File: src/rdmc_pkg.sv
/*
 * Shared constants for the redriver channel mode control: mode encoding,
 * strap level codes, equalizer and flat-gain selection codes, termination
 * codes and receiver-detect timing.
 * Assumes the strap pins arrive already resolved into two-bit level codes.
 */
package rdmc_pkg;

  // ---------------------------------------------------------------------
  // Channel modes
  // ---------------------------------------------------------------------
  typedef enum logic [1:0] {
    RDMC_POWER_DOWN,
    RDMC_UNPLUG,
    RDMC_SLUMBER,
    RDMC_ACTIVE
  } rdmc_mode_e;

  // ---------------------------------------------------------------------
  // Four-level strap codes as seen on the pins
  // ---------------------------------------------------------------------
  localparam logic [1:0] STRAP_LOW = 2'h0;
  localparam logic [1:0] STRAP_RES = 2'h1;
  localparam logic [1:0] STRAP_OPEN = 2'h2;
  localparam logic [1:0] STRAP_HIGH = 2'h3;

  // ---------------------------------------------------------------------
  // Equalizer boost codes at the upper frequency
  // ---------------------------------------------------------------------
  localparam logic [1:0] EQ_6P7_DB = 2'h0;
  localparam logic [1:0] EQ_8P9_DB = 2'h1;
  localparam logic [1:0] EQ_10P9_DB = 2'h2;
  localparam logic [1:0] EQ_13P1_DB = 2'h3;
  localparam logic [1:0] EQ_RESET = EQ_8P9_DB;

  // ---------------------------------------------------------------------
  // Flat-gain codes
  // ---------------------------------------------------------------------
  localparam logic [1:0] FG_M3P0_DB = 2'h0;
  localparam logic [1:0] FG_M1P5_DB = 2'h1;
  localparam logic [1:0] FG_0P0_DB = 2'h2;
  localparam logic [1:0] FG_P2P0_DB = 2'h3;
  localparam logic [1:0] FG_RESET = FG_0P0_DB;

  // ---------------------------------------------------------------------
  // Termination codes
  // ---------------------------------------------------------------------
  localparam logic [1:0] IN_TERM_HIGHZ = 2'h0;
  localparam logic [1:0] IN_TERM_WEAK_GND = 2'h1;
  localparam logic [1:0] IN_TERM_50_OHM = 2'h2;
  localparam logic [1:0] OUT_TERM_HIGHZ = 2'h0;
  localparam logic [1:0] OUT_TERM_WEAK_VDD = 2'h1;
  localparam logic [1:0] OUT_TERM_50_OHM = 2'h2;

  // ---------------------------------------------------------------------
  // Timing
  // ---------------------------------------------------------------------
  localparam int CLK_PERIOD_PS = 4000;
  localparam int RX_DETECT_INTERVAL_MS = 6;
  // Scaled through nanoseconds: six milliseconds counted in picoseconds
  // would overflow a 32-bit int and shorten the probe interval.
  localparam int RX_DETECT_INTERVAL_CYC =
    (RX_DETECT_INTERVAL_MS * 1000000) / (CLK_PERIOD_PS / 1000);
  localparam int DETECT_COUNT_W = 21;

endpackage : rdmc_pkg

File: src/rdmc_channel.sv
/*
 * One channel's mode machine, termination selection and receiver-detect
 * interval timer.
 * Assumes signal_active and load_found are synchronous to clk, and that
 * load_found is valid in the cycle that detect_strobe is high.
 */
`timescale 1ns/100ps
`default_nettype none

module rdmc_channel #(
  parameter int INTERVAL_CYC = rdmc_pkg::RX_DETECT_INTERVAL_CYC
) (
  input wire logic clk,
  input wire logic rst,
  input wire logic pair_enable,
  input wire logic signal_active,
  input wire logic load_found,
  output logic [1:0] mode,
  output logic detect_strobe,
  output logic [1:0] in_term,
  output logic [1:0] out_term,
  output logic detector_on
);

  // ---------------------------------------------------------------------
  // Mode machine
  // ---------------------------------------------------------------------
  rdmc_pkg::rdmc_mode_e mode_q, mode_d;
  logic [rdmc_pkg::DETECT_COUNT_W-1:0] timer_q, timer_d;
  logic strobe_q, strobe_d;
  logic [1:0] in_term_q, in_term_d, out_term_q, out_term_d;
  logic det_on_q, det_on_d;

  localparam logic [rdmc_pkg::DETECT_COUNT_W-1:0] TIMER_LAST =
    rdmc_pkg::DETECT_COUNT_W'(INTERVAL_CYC - 1);

  always_comb begin
    mode_d = mode_q;
    timer_d = timer_q;
    strobe_d = 1'b0;
    if (!pair_enable) begin
      mode_d = rdmc_pkg::RDMC_POWER_DOWN;
      timer_d = '0;
    end else begin
      case (mode_q)
        rdmc_pkg::RDMC_POWER_DOWN: begin
          // Leaving power-down goes through slumber; a load is probed there unless signal_active wakes the channel first.
          mode_d = rdmc_pkg::RDMC_SLUMBER;
          timer_d = '0;
        end
        rdmc_pkg::RDMC_ACTIVE: begin
          if (!signal_active) begin
            mode_d = rdmc_pkg::RDMC_SLUMBER;
            timer_d = '0;
          end
        end
        rdmc_pkg::RDMC_SLUMBER, rdmc_pkg::RDMC_UNPLUG: begin
          // The probe result is read in the same cycle that the strobe is out.
          timer_d = (timer_q == TIMER_LAST) ? '0 : timer_q + 1'b1;
          strobe_d = (timer_q == TIMER_LAST);
          if (mode_q == rdmc_pkg::RDMC_SLUMBER && signal_active) begin
            mode_d = rdmc_pkg::RDMC_ACTIVE;
            strobe_d = 1'b0;
          end else if (strobe_q) begin
            if (!load_found) begin
              mode_d = rdmc_pkg::RDMC_UNPLUG;
            end else begin
              mode_d = rdmc_pkg::RDMC_SLUMBER;
            end
          end
        end
        default: begin
          mode_d = rdmc_pkg::RDMC_POWER_DOWN;
        end
      endcase
    end
  end

  // ---------------------------------------------------------------------
  // Termination and detector enable follow the next mode
  // ---------------------------------------------------------------------
  always_comb begin
    det_on_d = 1'b0;
    case (mode_d)
      rdmc_pkg::RDMC_POWER_DOWN: begin
        in_term_d = rdmc_pkg::IN_TERM_WEAK_GND;
        out_term_d = rdmc_pkg::OUT_TERM_HIGHZ;
      end
      rdmc_pkg::RDMC_UNPLUG: begin
        in_term_d = rdmc_pkg::IN_TERM_HIGHZ;
        out_term_d = rdmc_pkg::OUT_TERM_WEAK_VDD;
      end
      rdmc_pkg::RDMC_SLUMBER: begin
        in_term_d = rdmc_pkg::IN_TERM_50_OHM;
        out_term_d = rdmc_pkg::OUT_TERM_WEAK_VDD;
        det_on_d = 1'b1;
      end
      rdmc_pkg::RDMC_ACTIVE: begin
        in_term_d = rdmc_pkg::IN_TERM_50_OHM;
        out_term_d = rdmc_pkg::OUT_TERM_50_OHM;
        det_on_d = 1'b1;
      end
      default: begin
        in_term_d = rdmc_pkg::IN_TERM_WEAK_GND;
        out_term_d = rdmc_pkg::OUT_TERM_HIGHZ;
      end
    endcase
  end

  always_ff @(posedge clk or posedge rst) begin
    if (rst) begin
      mode_q <= rdmc_pkg::RDMC_POWER_DOWN;
      timer_q <= '0;
      strobe_q <= 1'b0;
      in_term_q <= rdmc_pkg::IN_TERM_WEAK_GND;
      out_term_q <= rdmc_pkg::OUT_TERM_HIGHZ;
      det_on_q <= 1'b0;
    end else begin
      mode_q <= mode_d;
      timer_q <= timer_d;
      strobe_q <= strobe_d;
      in_term_q <= in_term_d;
      out_term_q <= out_term_d;
      det_on_q <= det_on_d;
    end
  end

  assign mode = mode_q;
  assign detect_strobe = strobe_q;
  assign in_term = in_term_q;
  assign out_term = out_term_q;
  assign detector_on = det_on_q;

endmodule : rdmc_channel

`default_nettype wire

File: src/rdmc_top.sv
/*
 * Four-channel mode and configuration control for a linear redriver:
 * per-channel mode machines, pair enables and strap decoding.
 * Assumes all inputs are synchronous to clk; strap pins arrive as two-bit
 * level codes from the analog four-level comparators.
 */
// Summary of operation
// - Idle input moves active channel to slumber.
// - Slumber decided per channel, independently.
// - Signal detector keeps running during slumber.
// - Slumber probes load; none found means unplug.
// - Load found returns to slumber; probe every 6ms.
// - Termination set by mode for input and output.
// - Equalizer strap decodes to four boost levels.
// - Flat-gain strap decodes to four gain levels.
// - Pair enable low forces power-down; high runs.
`timescale 1ns/100ps
`default_nettype none

module rdmc_top #(
  parameter int NUM_CH = 4,
  parameter int INTERVAL_CYC = rdmc_pkg::RX_DETECT_INTERVAL_CYC
) (
  input wire logic clk,
  input wire logic rst,
  input wire logic first_pair_enable,
  input wire logic second_pair_enable,
  input wire logic [NUM_CH-1:0] signal_active,
  input wire logic [NUM_CH-1:0] load_found,
  input wire logic [1:0] equalizer_select_ch0,
  input wire logic [1:0] equalizer_select_ch1,
  input wire logic [1:0] equalizer_select_ch2,
  input wire logic [1:0] equalizer_select_ch3,
  input wire logic [1:0] flat_gain_select_ch0,
  input wire logic [1:0] flat_gain_select_ch1,
  input wire logic [1:0] flat_gain_select_ch2,
  input wire logic [1:0] flat_gain_select_ch3,
  output logic [2*NUM_CH-1:0] channel_mode,
  output logic [NUM_CH-1:0] power_down_mode,
  output logic [NUM_CH-1:0] detect_strobe,
  output logic [NUM_CH-1:0] detector_on,
  output logic [2*NUM_CH-1:0] in_term,
  output logic [2*NUM_CH-1:0] out_term,
  output logic [2*NUM_CH-1:0] eq_boost,
  output logic [2*NUM_CH-1:0] flat_gain
);

  // ---------------------------------------------------------------------
  // Strap decoders
  // ---------------------------------------------------------------------
  function automatic logic [1:0] eq_decode(input logic [1:0] strap);
    case (strap)
      rdmc_pkg::STRAP_LOW: eq_decode = rdmc_pkg::EQ_10P9_DB;
      rdmc_pkg::STRAP_RES: eq_decode = rdmc_pkg::EQ_6P7_DB;
      rdmc_pkg::STRAP_HIGH: eq_decode = rdmc_pkg::EQ_13P1_DB;
      default: eq_decode = rdmc_pkg::EQ_8P9_DB;
    endcase
  endfunction : eq_decode

  function automatic logic [1:0] fg_decode(input logic [1:0] strap);
    case (strap)
      rdmc_pkg::STRAP_LOW: fg_decode = rdmc_pkg::FG_M3P0_DB;
      rdmc_pkg::STRAP_RES: fg_decode = rdmc_pkg::FG_M1P5_DB;
      rdmc_pkg::STRAP_HIGH: fg_decode = rdmc_pkg::FG_P2P0_DB;
      default: fg_decode = rdmc_pkg::FG_0P0_DB;
    endcase
  endfunction : fg_decode

  logic [7:0] eq_straps, fg_straps;
  logic [2*NUM_CH-1:0] eq_q, eq_d, fg_q, fg_d;
  logic [NUM_CH-1:0] pd_q, pd_d, pair_en;

  assign eq_straps = {equalizer_select_ch3, equalizer_select_ch2,
                      equalizer_select_ch1, equalizer_select_ch0};
  assign fg_straps = {flat_gain_select_ch3, flat_gain_select_ch2,
                      flat_gain_select_ch1, flat_gain_select_ch0};

  // ---------------------------------------------------------------------
  // Pair enables
  // ---------------------------------------------------------------------
  // Channels 0 and 1 share the first enable, the rest the second.
  always_comb begin
    for (int i = 0; i < NUM_CH; i++) begin
      pair_en[i] = (i < 2) ? first_pair_enable : second_pair_enable;
    end
  end

  // Straps are re-decoded every cycle, so a strap change takes effect on
  // the next clock; a latched-at-reset scheme would hide board rework until reset.
  always_comb begin
    for (int i = 0; i < NUM_CH; i++) begin
      eq_d[2*i +: 2] = eq_decode(eq_straps[2*i +: 2]);
      fg_d[2*i +: 2] = fg_decode(fg_straps[2*i +: 2]);
      pd_d[i] = !pair_en[i];
    end
  end

  always_ff @(posedge clk or posedge rst) begin
    if (rst) begin
      eq_q <= {NUM_CH{rdmc_pkg::EQ_RESET}};
      fg_q <= {NUM_CH{rdmc_pkg::FG_RESET}};
      pd_q <= '1;
    end else begin
      eq_q <= eq_d;
      fg_q <= fg_d;
      pd_q <= pd_d;
    end
  end

  assign eq_boost = eq_q;
  assign flat_gain = fg_q;
  assign power_down_mode = pd_q;

  // ---------------------------------------------------------------------
  // Per-channel mode machines
  // ---------------------------------------------------------------------
  for (genvar c = 0; c < NUM_CH; c++) begin : g_ch
    rdmc_channel #(
      .INTERVAL_CYC(INTERVAL_CYC)
    ) u_channel (
      .clk(clk),
      .rst(rst),
      .pair_enable(pair_en[c]),
      .signal_active(signal_active[c]),
      .load_found(load_found[c]),
      .mode(channel_mode[2*c +: 2]),
      .detect_strobe(detect_strobe[c]),
      .in_term(in_term[2*c +: 2]),
      .out_term(out_term[2*c +: 2]),
      .detector_on(detector_on[c])
    );
  end

endmodule : rdmc_top

`default_nettype wire

File: config.mk
export PLATFORM = sky130hd
export DESIGN_NAME = rdmc_top
export DESIGN_NICKNAME = d
export VERILOG_FILES = /design/src/rdmc_pkg.sv /design/src/rdmc_channel.sv /design/src/rdmc_top.sv
export SDC_FILE = /design/constraint.sdc
export NUM_CORES = 1
export LEC_CHECK = 0
export BUFFER_PORTS_ARGS = -buffer_cell sky130_fd_sc_hd__buf_2
export CAP_MARGIN = 20
export CORE_AREA = 2 2 116 118
export CTS_CLUSTER_DIAMETER = 100
export DETAILED_ROUTE_END_ITERATION = 10
export DIE_AREA = 0 0 118 120
export PLACE_DENSITY_LB_ADDON = 0.2
export SLEW_MARGIN = 25
export SYNTH_ARGS = -nofsm -noshare
export SYNTH_HDL_FRONTEND = slang
export SYNTH_SLANG_ARGS = --single-unit
File: constraint.sdc
create_clock -name clk -period 4.6 [get_ports clk]
set_input_delay 0.23 -clock clk [delete_from_list [all_inputs] [get_ports clk]]
set_output_delay 0.23 -clock clk [all_outputs]
set_load 0.01 [all_outputs]
* After elaboration in Yosys (flattened, before gate mapping)
Cells that the tools add are included.
** Word-level totals
- Flip-flop bits (word level) :: 135
- Input bits :: 28
- Output and inout bits :: 52
- Logic and storage cells :: 185
** Cells by class
- Reductions and logical operators :: 34
- Eq/ne operators :: 48
- Muxes and demuxes :: 72
- Add/subtract/negate cells :: 4
** Operators by type and width (number)
- 2-to-1 mux 21 bit :: 12
- one-hot mux 21 bit (3 select lines) :: 4
- one-hot mux 2 bit (3 select lines) :: 20
- adder 21 x 1 -> 21 bit (second input constant) :: 4
- == test 21 bit (second input constant) :: 4
- == test 2 bit (second input constant) :: 24
- 2-to-1 mux 2 bit :: 20
- == test 2 x 1 -> 1 bit (second input constant) :: 16
- zero test 2 bit :: 16
- OR reduction 2 bit :: 12
- 2-to-1 mux 1 bit :: 16
- inequality test 3 bit (second input constant) :: 4
- logical AND 1 bit :: 4
- zero test 1 bit :: 2

* Longest topological paths before layout
- Depth in word-level cells :: 8
- Gate-level depth with buffers :: 9
- Gate-level depth less buffers :: 9

* Modules after synthesis
From an unflattened synthesis, not the netlist that was laid out.
** Unflattened totals
- Cells, all modules :: 712
- Area total of the unflattened synthesis :: 7191.9 um^2
** By module, submodules not included
- rdmc_channel at g_ch[0].u_channel ... :: instances 3, sequential area each 701.9 um^2, area each 1654.1 um^2, cells an instance 169
- rdmc_channel at g_ch[1].u_channel :: instances 1, sequential area each 701.9 um^2, area each 1570.3 um^2, cells an instance 158
- rdmc_top :: instances 1, sequential area each 462.9 um^2, area each 659.4 um^2, cells an instance 47

* Least setup slack after synthesis
No wires, ideal clock.
- Path type :: register to register
- Start point :: register g_ch[0].u_channel.mode_q[1]
- End point :: register g_ch[0].u_channel.timer_q[19] in the netlist's numbering
- Slack :: 2.557 ns
- Cell stages (with the launch flop) :: 8
- Setup time :: 0.129 ns
- Data arrival time :: 1.914 ns
- Clock period less this slack :: 2.043 ns
- Path buffers :: 1
- Data required time :: 4.471 ns
- Cells stage by stage :: dfrtp_1 ha_1 and3_4 or4b_4 buf_6 nor4_4 xnor2_1 nor2_2
** On the way
- Longest elaborated chain between the ends :: 4
- Elaborated cells between the ends (all ways) :: 8
- Classes of those cells :: eq/ne: 4; mux: 2; reduce/logical: 2
** RTL lines
- start, declared :: RTL line rdmc_channel.sv:28 : rdmc_pkg::rdmc_mode_e mode_q, mode_d;
- start signal, assigned :: RTL line rdmc_channel.sv:112 : mode_q <= rdmc_pkg::RDMC_POWER_DOWN;
- start signal, assigned :: RTL line rdmc_channel.sv:119 : mode_q <= mode_d;
- == test 2 x 1 -> 1 bit or == test 2 bit (tied branches) :: RTL line rdmc_channel.sv:45 : case (mode_q)
- OR reduction 2 bit :: RTL line rdmc_channel.sv:45
- one-hot mux 21 bit (3 select lines) :: RTL line rdmc_channel.sv:45
- 2-to-1 mux 21 bit :: RTL line rdmc_channel.sv:41 : if (!pair_enable) begin
- end signal, assigned :: RTL line rdmc_channel.sv:120 : timer_q <= timer_d;
- end, declared :: RTL line rdmc_channel.sv:29 : logic [rdmc_pkg::DETECT_COUNT_W-1:0] timer_q, timer_d;
Several ways; a longest one is shown, not always the timed one.
A chain may end at the register's enable or synchronous reset.

* Worst setup path in the final report
- Start point :: register g_ch[0].u_channel.timer_q[0] in the netlist's numbering
- End point :: register g_ch[0].u_channel.timer_q[0] in the netlist's numbering
** On the way
- Longest elaborated chain between the ends :: 4
- Elaborated cells between the ends (all ways) :: 5
- Classes of those cells :: add/sub: 1; eq/ne: 1; mux: 3
** RTL lines
- adder 21 x 1 -> 21 bit or == test 21 bit (tied branches) :: RTL line rdmc_channel.sv:59 : timer_d = (timer_q == TIMER_LAST) ? '0 : timer_q + 1'b1;
- 2-to-1 mux 21 bit * :: RTL line rdmc_channel.sv:59
- one-hot mux 21 bit (3 select lines) * :: RTL line rdmc_channel.sv:45
- 2-to-1 mux 21 bit * :: RTL line rdmc_channel.sv:41
Every way passes the cells marked *; elsewhere a longest branch is shown, timed or not.

==> results.py <==
metrics = {
    "status": {
        "outcome": "complete, no violations",
    },
    "sta": {
        "layout_min_cycle_time_ns": 2.19,
        "finalCritPeriodShare": 0.475,
        "fmaxAchievable_mhz": 458,
        "finalHoldViolCount": 0,
        "fin_skew_ns": 0.00761,
        "tightest_slew_ns": 1.04,
        "slew_viol_final": 0,
        "slew_headroom": 0.300,
        "rsz0062_at_grt": "false",
        "setup_ws_ns": 2.41,
        "finalSetupViolCount": 0,
        "tns_ns": 0,
    },
    "clocking": {
        "clk_path_buf_depth": 2,
        "path_clk_slew_ns": 0.06,
        "h-tree-depth": 4,
        "clock_sinks": 130,
        "clock_latency_ns": 0.41,
        "cts_setup_buffers": 0,
        "cts_hold_buf": 9,
        "cts_tree": "done",
        "post_cts_resized": 0,
        "cts-buffers-inserted": 17,
        "root_buffer": "clkbuf_16",
    },
    "logic_synthesis": {
        "async_reset_ff_frac": 1.00,
        "yosys_most_used_dff": "dfrtp_1",
        "yosysWarnings": 0,
        "synth_area_leaders": "dfrtp_1 (42%), ha_1 (7.2%), dfstp_2 (5.3%)",
        "synth_top_area_frac": 0.418,
        "synth_area_sq_mm": 0.00694,
        "synth-seq-area-share": 0.471,
        "synth_cell_types": 57,
        "synth_cells": 716,
        "synth_fp_nets": 784,
        "ys_ff_latch": 130,
        "avgSynthCellArea_sq_um": 9.70,
        "synth_top_area_cell": "dfrtp_1",
        "synth_edf_count": 0,
    },
    "global_routing": {
        "grt_pass1_vias": 5379,
        "grt_use_total": 0.222,
        "grt_pass1_wl_um": 25500,
        "grt_max_degree": 54,
        "antenna_found_initial": 0,
        "grt_overflow": 0,
    },
    "power_and_ir_drop": {
        "p_per_area_mw_per_mm2": 346,
        "ir_drop_uv": 222,
        "leakage_nw": 3.68,
        "totalPowerFinal_mw": 2.78,
    },
    "routing": {
        "ant_nets": 0,
        "drtIter0Drc": 324,
        "drtPass1Iterations": 6,
        "wl_per_cell_um": 15.2,
        "drc": 0,
        "vias_per_cell": 5.65,
        "num_vias": 5495,
        "totalWireLength_um": 14800,
    },
    "final_layout": {
        "fin_area_sq_mm": 0.00805,
        "fin_cells": 972,
        "area_growth_pct": 15.9,
        "drive_above_1_share": 0.185,
        "nets": 851,
        "fillCellCount": 1105,
        "diodes": 0,
    },
    "placed_design": {
        "dp.cells": 931,
        "globalplace.congestion": 0.892,
        "dp_slack_ns": 2.46,
        "placed_area_sq_mm": 0.00734,
        "post-dp-hpwl_um": 10200,
        "io_buffers": 79,
    },
    "floorplan": {
        "start_util": 0.535,
        "die_h_um": 120,
        "fp.coreArea_sq_mm": 0.0130,
        "fp.dieW_um": 118,
        "io_pins": 80,
        "dieArea_sq_mm": 0.0142,
        "fp-row-count": 42,
    },
    "worst_setup_path": {
        "critPathKind": "reg2reg",
        "worst-path-max-fanout": 7,
        "cp.arrival_ns": 2.52,
        "worst_ep_required_time_ns": 4.93,
        "startpoint_type": "flop",
        "worstSetupEndpointType": "flop",
    },
    "run": {
        "max-cap-violations": 0,
    },
    "min_path": {
        "worstHoldPathType": "in2reg",
    },
}
[metrics by stage]
| stage | utilization | hold WS, ns |
|---|---|---|
| after floorplan | - | 0.308 |
| after global placement | 0.565 | 0.335 |
| after detailed placement | 0.565 | 0.338 |
| after CTS | 0.620 | 0.0383 |
| after global routing | 0.620 | 0.0494 |
| final | 0.620 | 0.0505 |
[kinds of logic after synthesis]
logic type	count (synthesis)	synth area share
adder cells (fa/ha/maj)	40	0.0721
flip-flops	130	0.471
AO/OA/AOI/OAI	96	0.0908
AND/OR/NAND/NOR	330	0.254
buffers and inverters	73	0.0515
multiplexers	9	0.0130
XOR/XNOR	38	0.0479
[synthesized netlist by cell type, types with 10 or more instances]
| master | number |
|---|---|
| a21oi_1 | 21 |
| and3_1 | 24 |
| and4_1 | 10 |
| buf_4 | 15 |
| clkbuf_1 | 21 |
| dfrtp_1 | 116 |
| dfstp_2 | 14 |
| ha_1 | 40 |
| inv_1 | 30 |
| nand2_1 | 76 |
| nand2b_1 | 12 |
| nand3_1 | 42 |
| nand4_1 | 25 |
| nor2_1 | 64 |
| nor3_1 | 18 |
| nor4_1 | 12 |
| o21ai_0 | 29 |
| xnor2_1 | 17 |
| xor2_1 | 21 |
[final timing paths]
path | depth (start not counted) | to | slack (ns) | from
min in group asynchronous | 3 | g_ch[1].u_channel.timer_q[15]$_DFFE_PP0P_ | 0.48 | rst
worst min register to register | 1 | g_ch[3].u_channel.timer_q[20]$_DFFE_PP0P_ | 0.51 | g_ch[3].u_channel.timer_q[20]$_DFFE_PP0P_
worst max register to register | 6 | g_ch[0].u_channel.timer_q[0]$_DFFE_PP0P_ | 2.41 | g_ch[0].u_channel.timer_q[0]$_DFFE_PP0P_
max in group asynchronous | 4 | g_ch[3].u_channel.timer_q[16]$_DFFE_PP0P_ | 3.09 | rst
worst min-delay path | 2 | eq_boost[1]$_DFF_PP0_ | 0.05 | equalizer_select_ch0[1]
worst max-delay path | 6 | g_ch[0].u_channel.timer_q[0]$_DFFE_PP0P_ | 2.41 | g_ch[0].u_channel.timer_q[0]$_DFFE_PP0P_
[per-layer routing]
metal / up-vias / routed length, um / GRT usage
met5: - / 0 / 0
li1: 2648 / - / -
met2: 146 / 7150 / 0.362
met1: 2680 / 6720 / 0.288
met4: 0 / 201 / 0.0776
met3: 21 / 705 / 0.0575
[cells in the final DEF (no fill, tap or decap), types with 4 or more instances in the layout]
cell type      synthesis  final
dlygate4sd3_1          0      9
a21oi_1               21     21
mux2i_1                9      9
buf_2                  4     79
nand3_1               42     42
dfstp_2               14     14
ha_1                  40     40
and4_1                10     10
nor4b_1                5      5
nor3_1                18     18
nand2_1               76     76
dfrtp_1              116    116
o21ai_0               29     29
a31oi_1                9      9
nand3b_1               4      4
nand4_1               25     25
a22o_1                 8      8
nand2b_1              12     12
or2_2                  9      9
and3_1                24     24
inv_1                 30     29
clkbuf_16              0     17
xnor2_1               17     17
a21o_1                 4      4
and2_1                 4      4
nor3b_1                6      6
xor2_1                21     21
clkbuf_8               0      4
nor4_1                12     12
nor2_1                64     64
[where the power goes]
part	total, mW	leakage, nW	internal [mW]	switching, mW
Combinational	0.201	1.65	0.0745	0.126
Clock	1.39	0.299	0.907	0.478
Sequential	1.20	1.73	1.18	0.0169
Total	2.78	3.68	2.16	0.622
[final cells by class]
type	count	area [sq um]	area share
multi-input combinational	513	3310	0.412
sequential	130	3270	0.407
timing repair buffer	91	508	0.0631
clock buffer	23	488	0.0607
tap	176	220	0.0274
clock inverter	9	129	0.0160
inverter	30	115	0.0143
[sequential cells by signal, summed over array words and instances (netlist names)]
register and cells:
g_ch.u_channel.out_term 8, g_ch.u_channel.detector_on 4, g_ch.u_channel.timer_q 84, g_ch.u_channel.in_term 4, power_down_mode 2, flat_gain 8, g_ch.u_channel.mode 8, g_ch.u_channel.detect_strobe 4
eq_boost 8
[critical path, stage by stage (launching register included)]
cell     delay [ns]
dfrtp_1        0.42
ha_1           0.25
and4_1         0.27
and4_1         0.24
a41oi_1        0.50
nand2_1        0.23
o21ai_0        0.19
(Power assumes the default switching activity.)
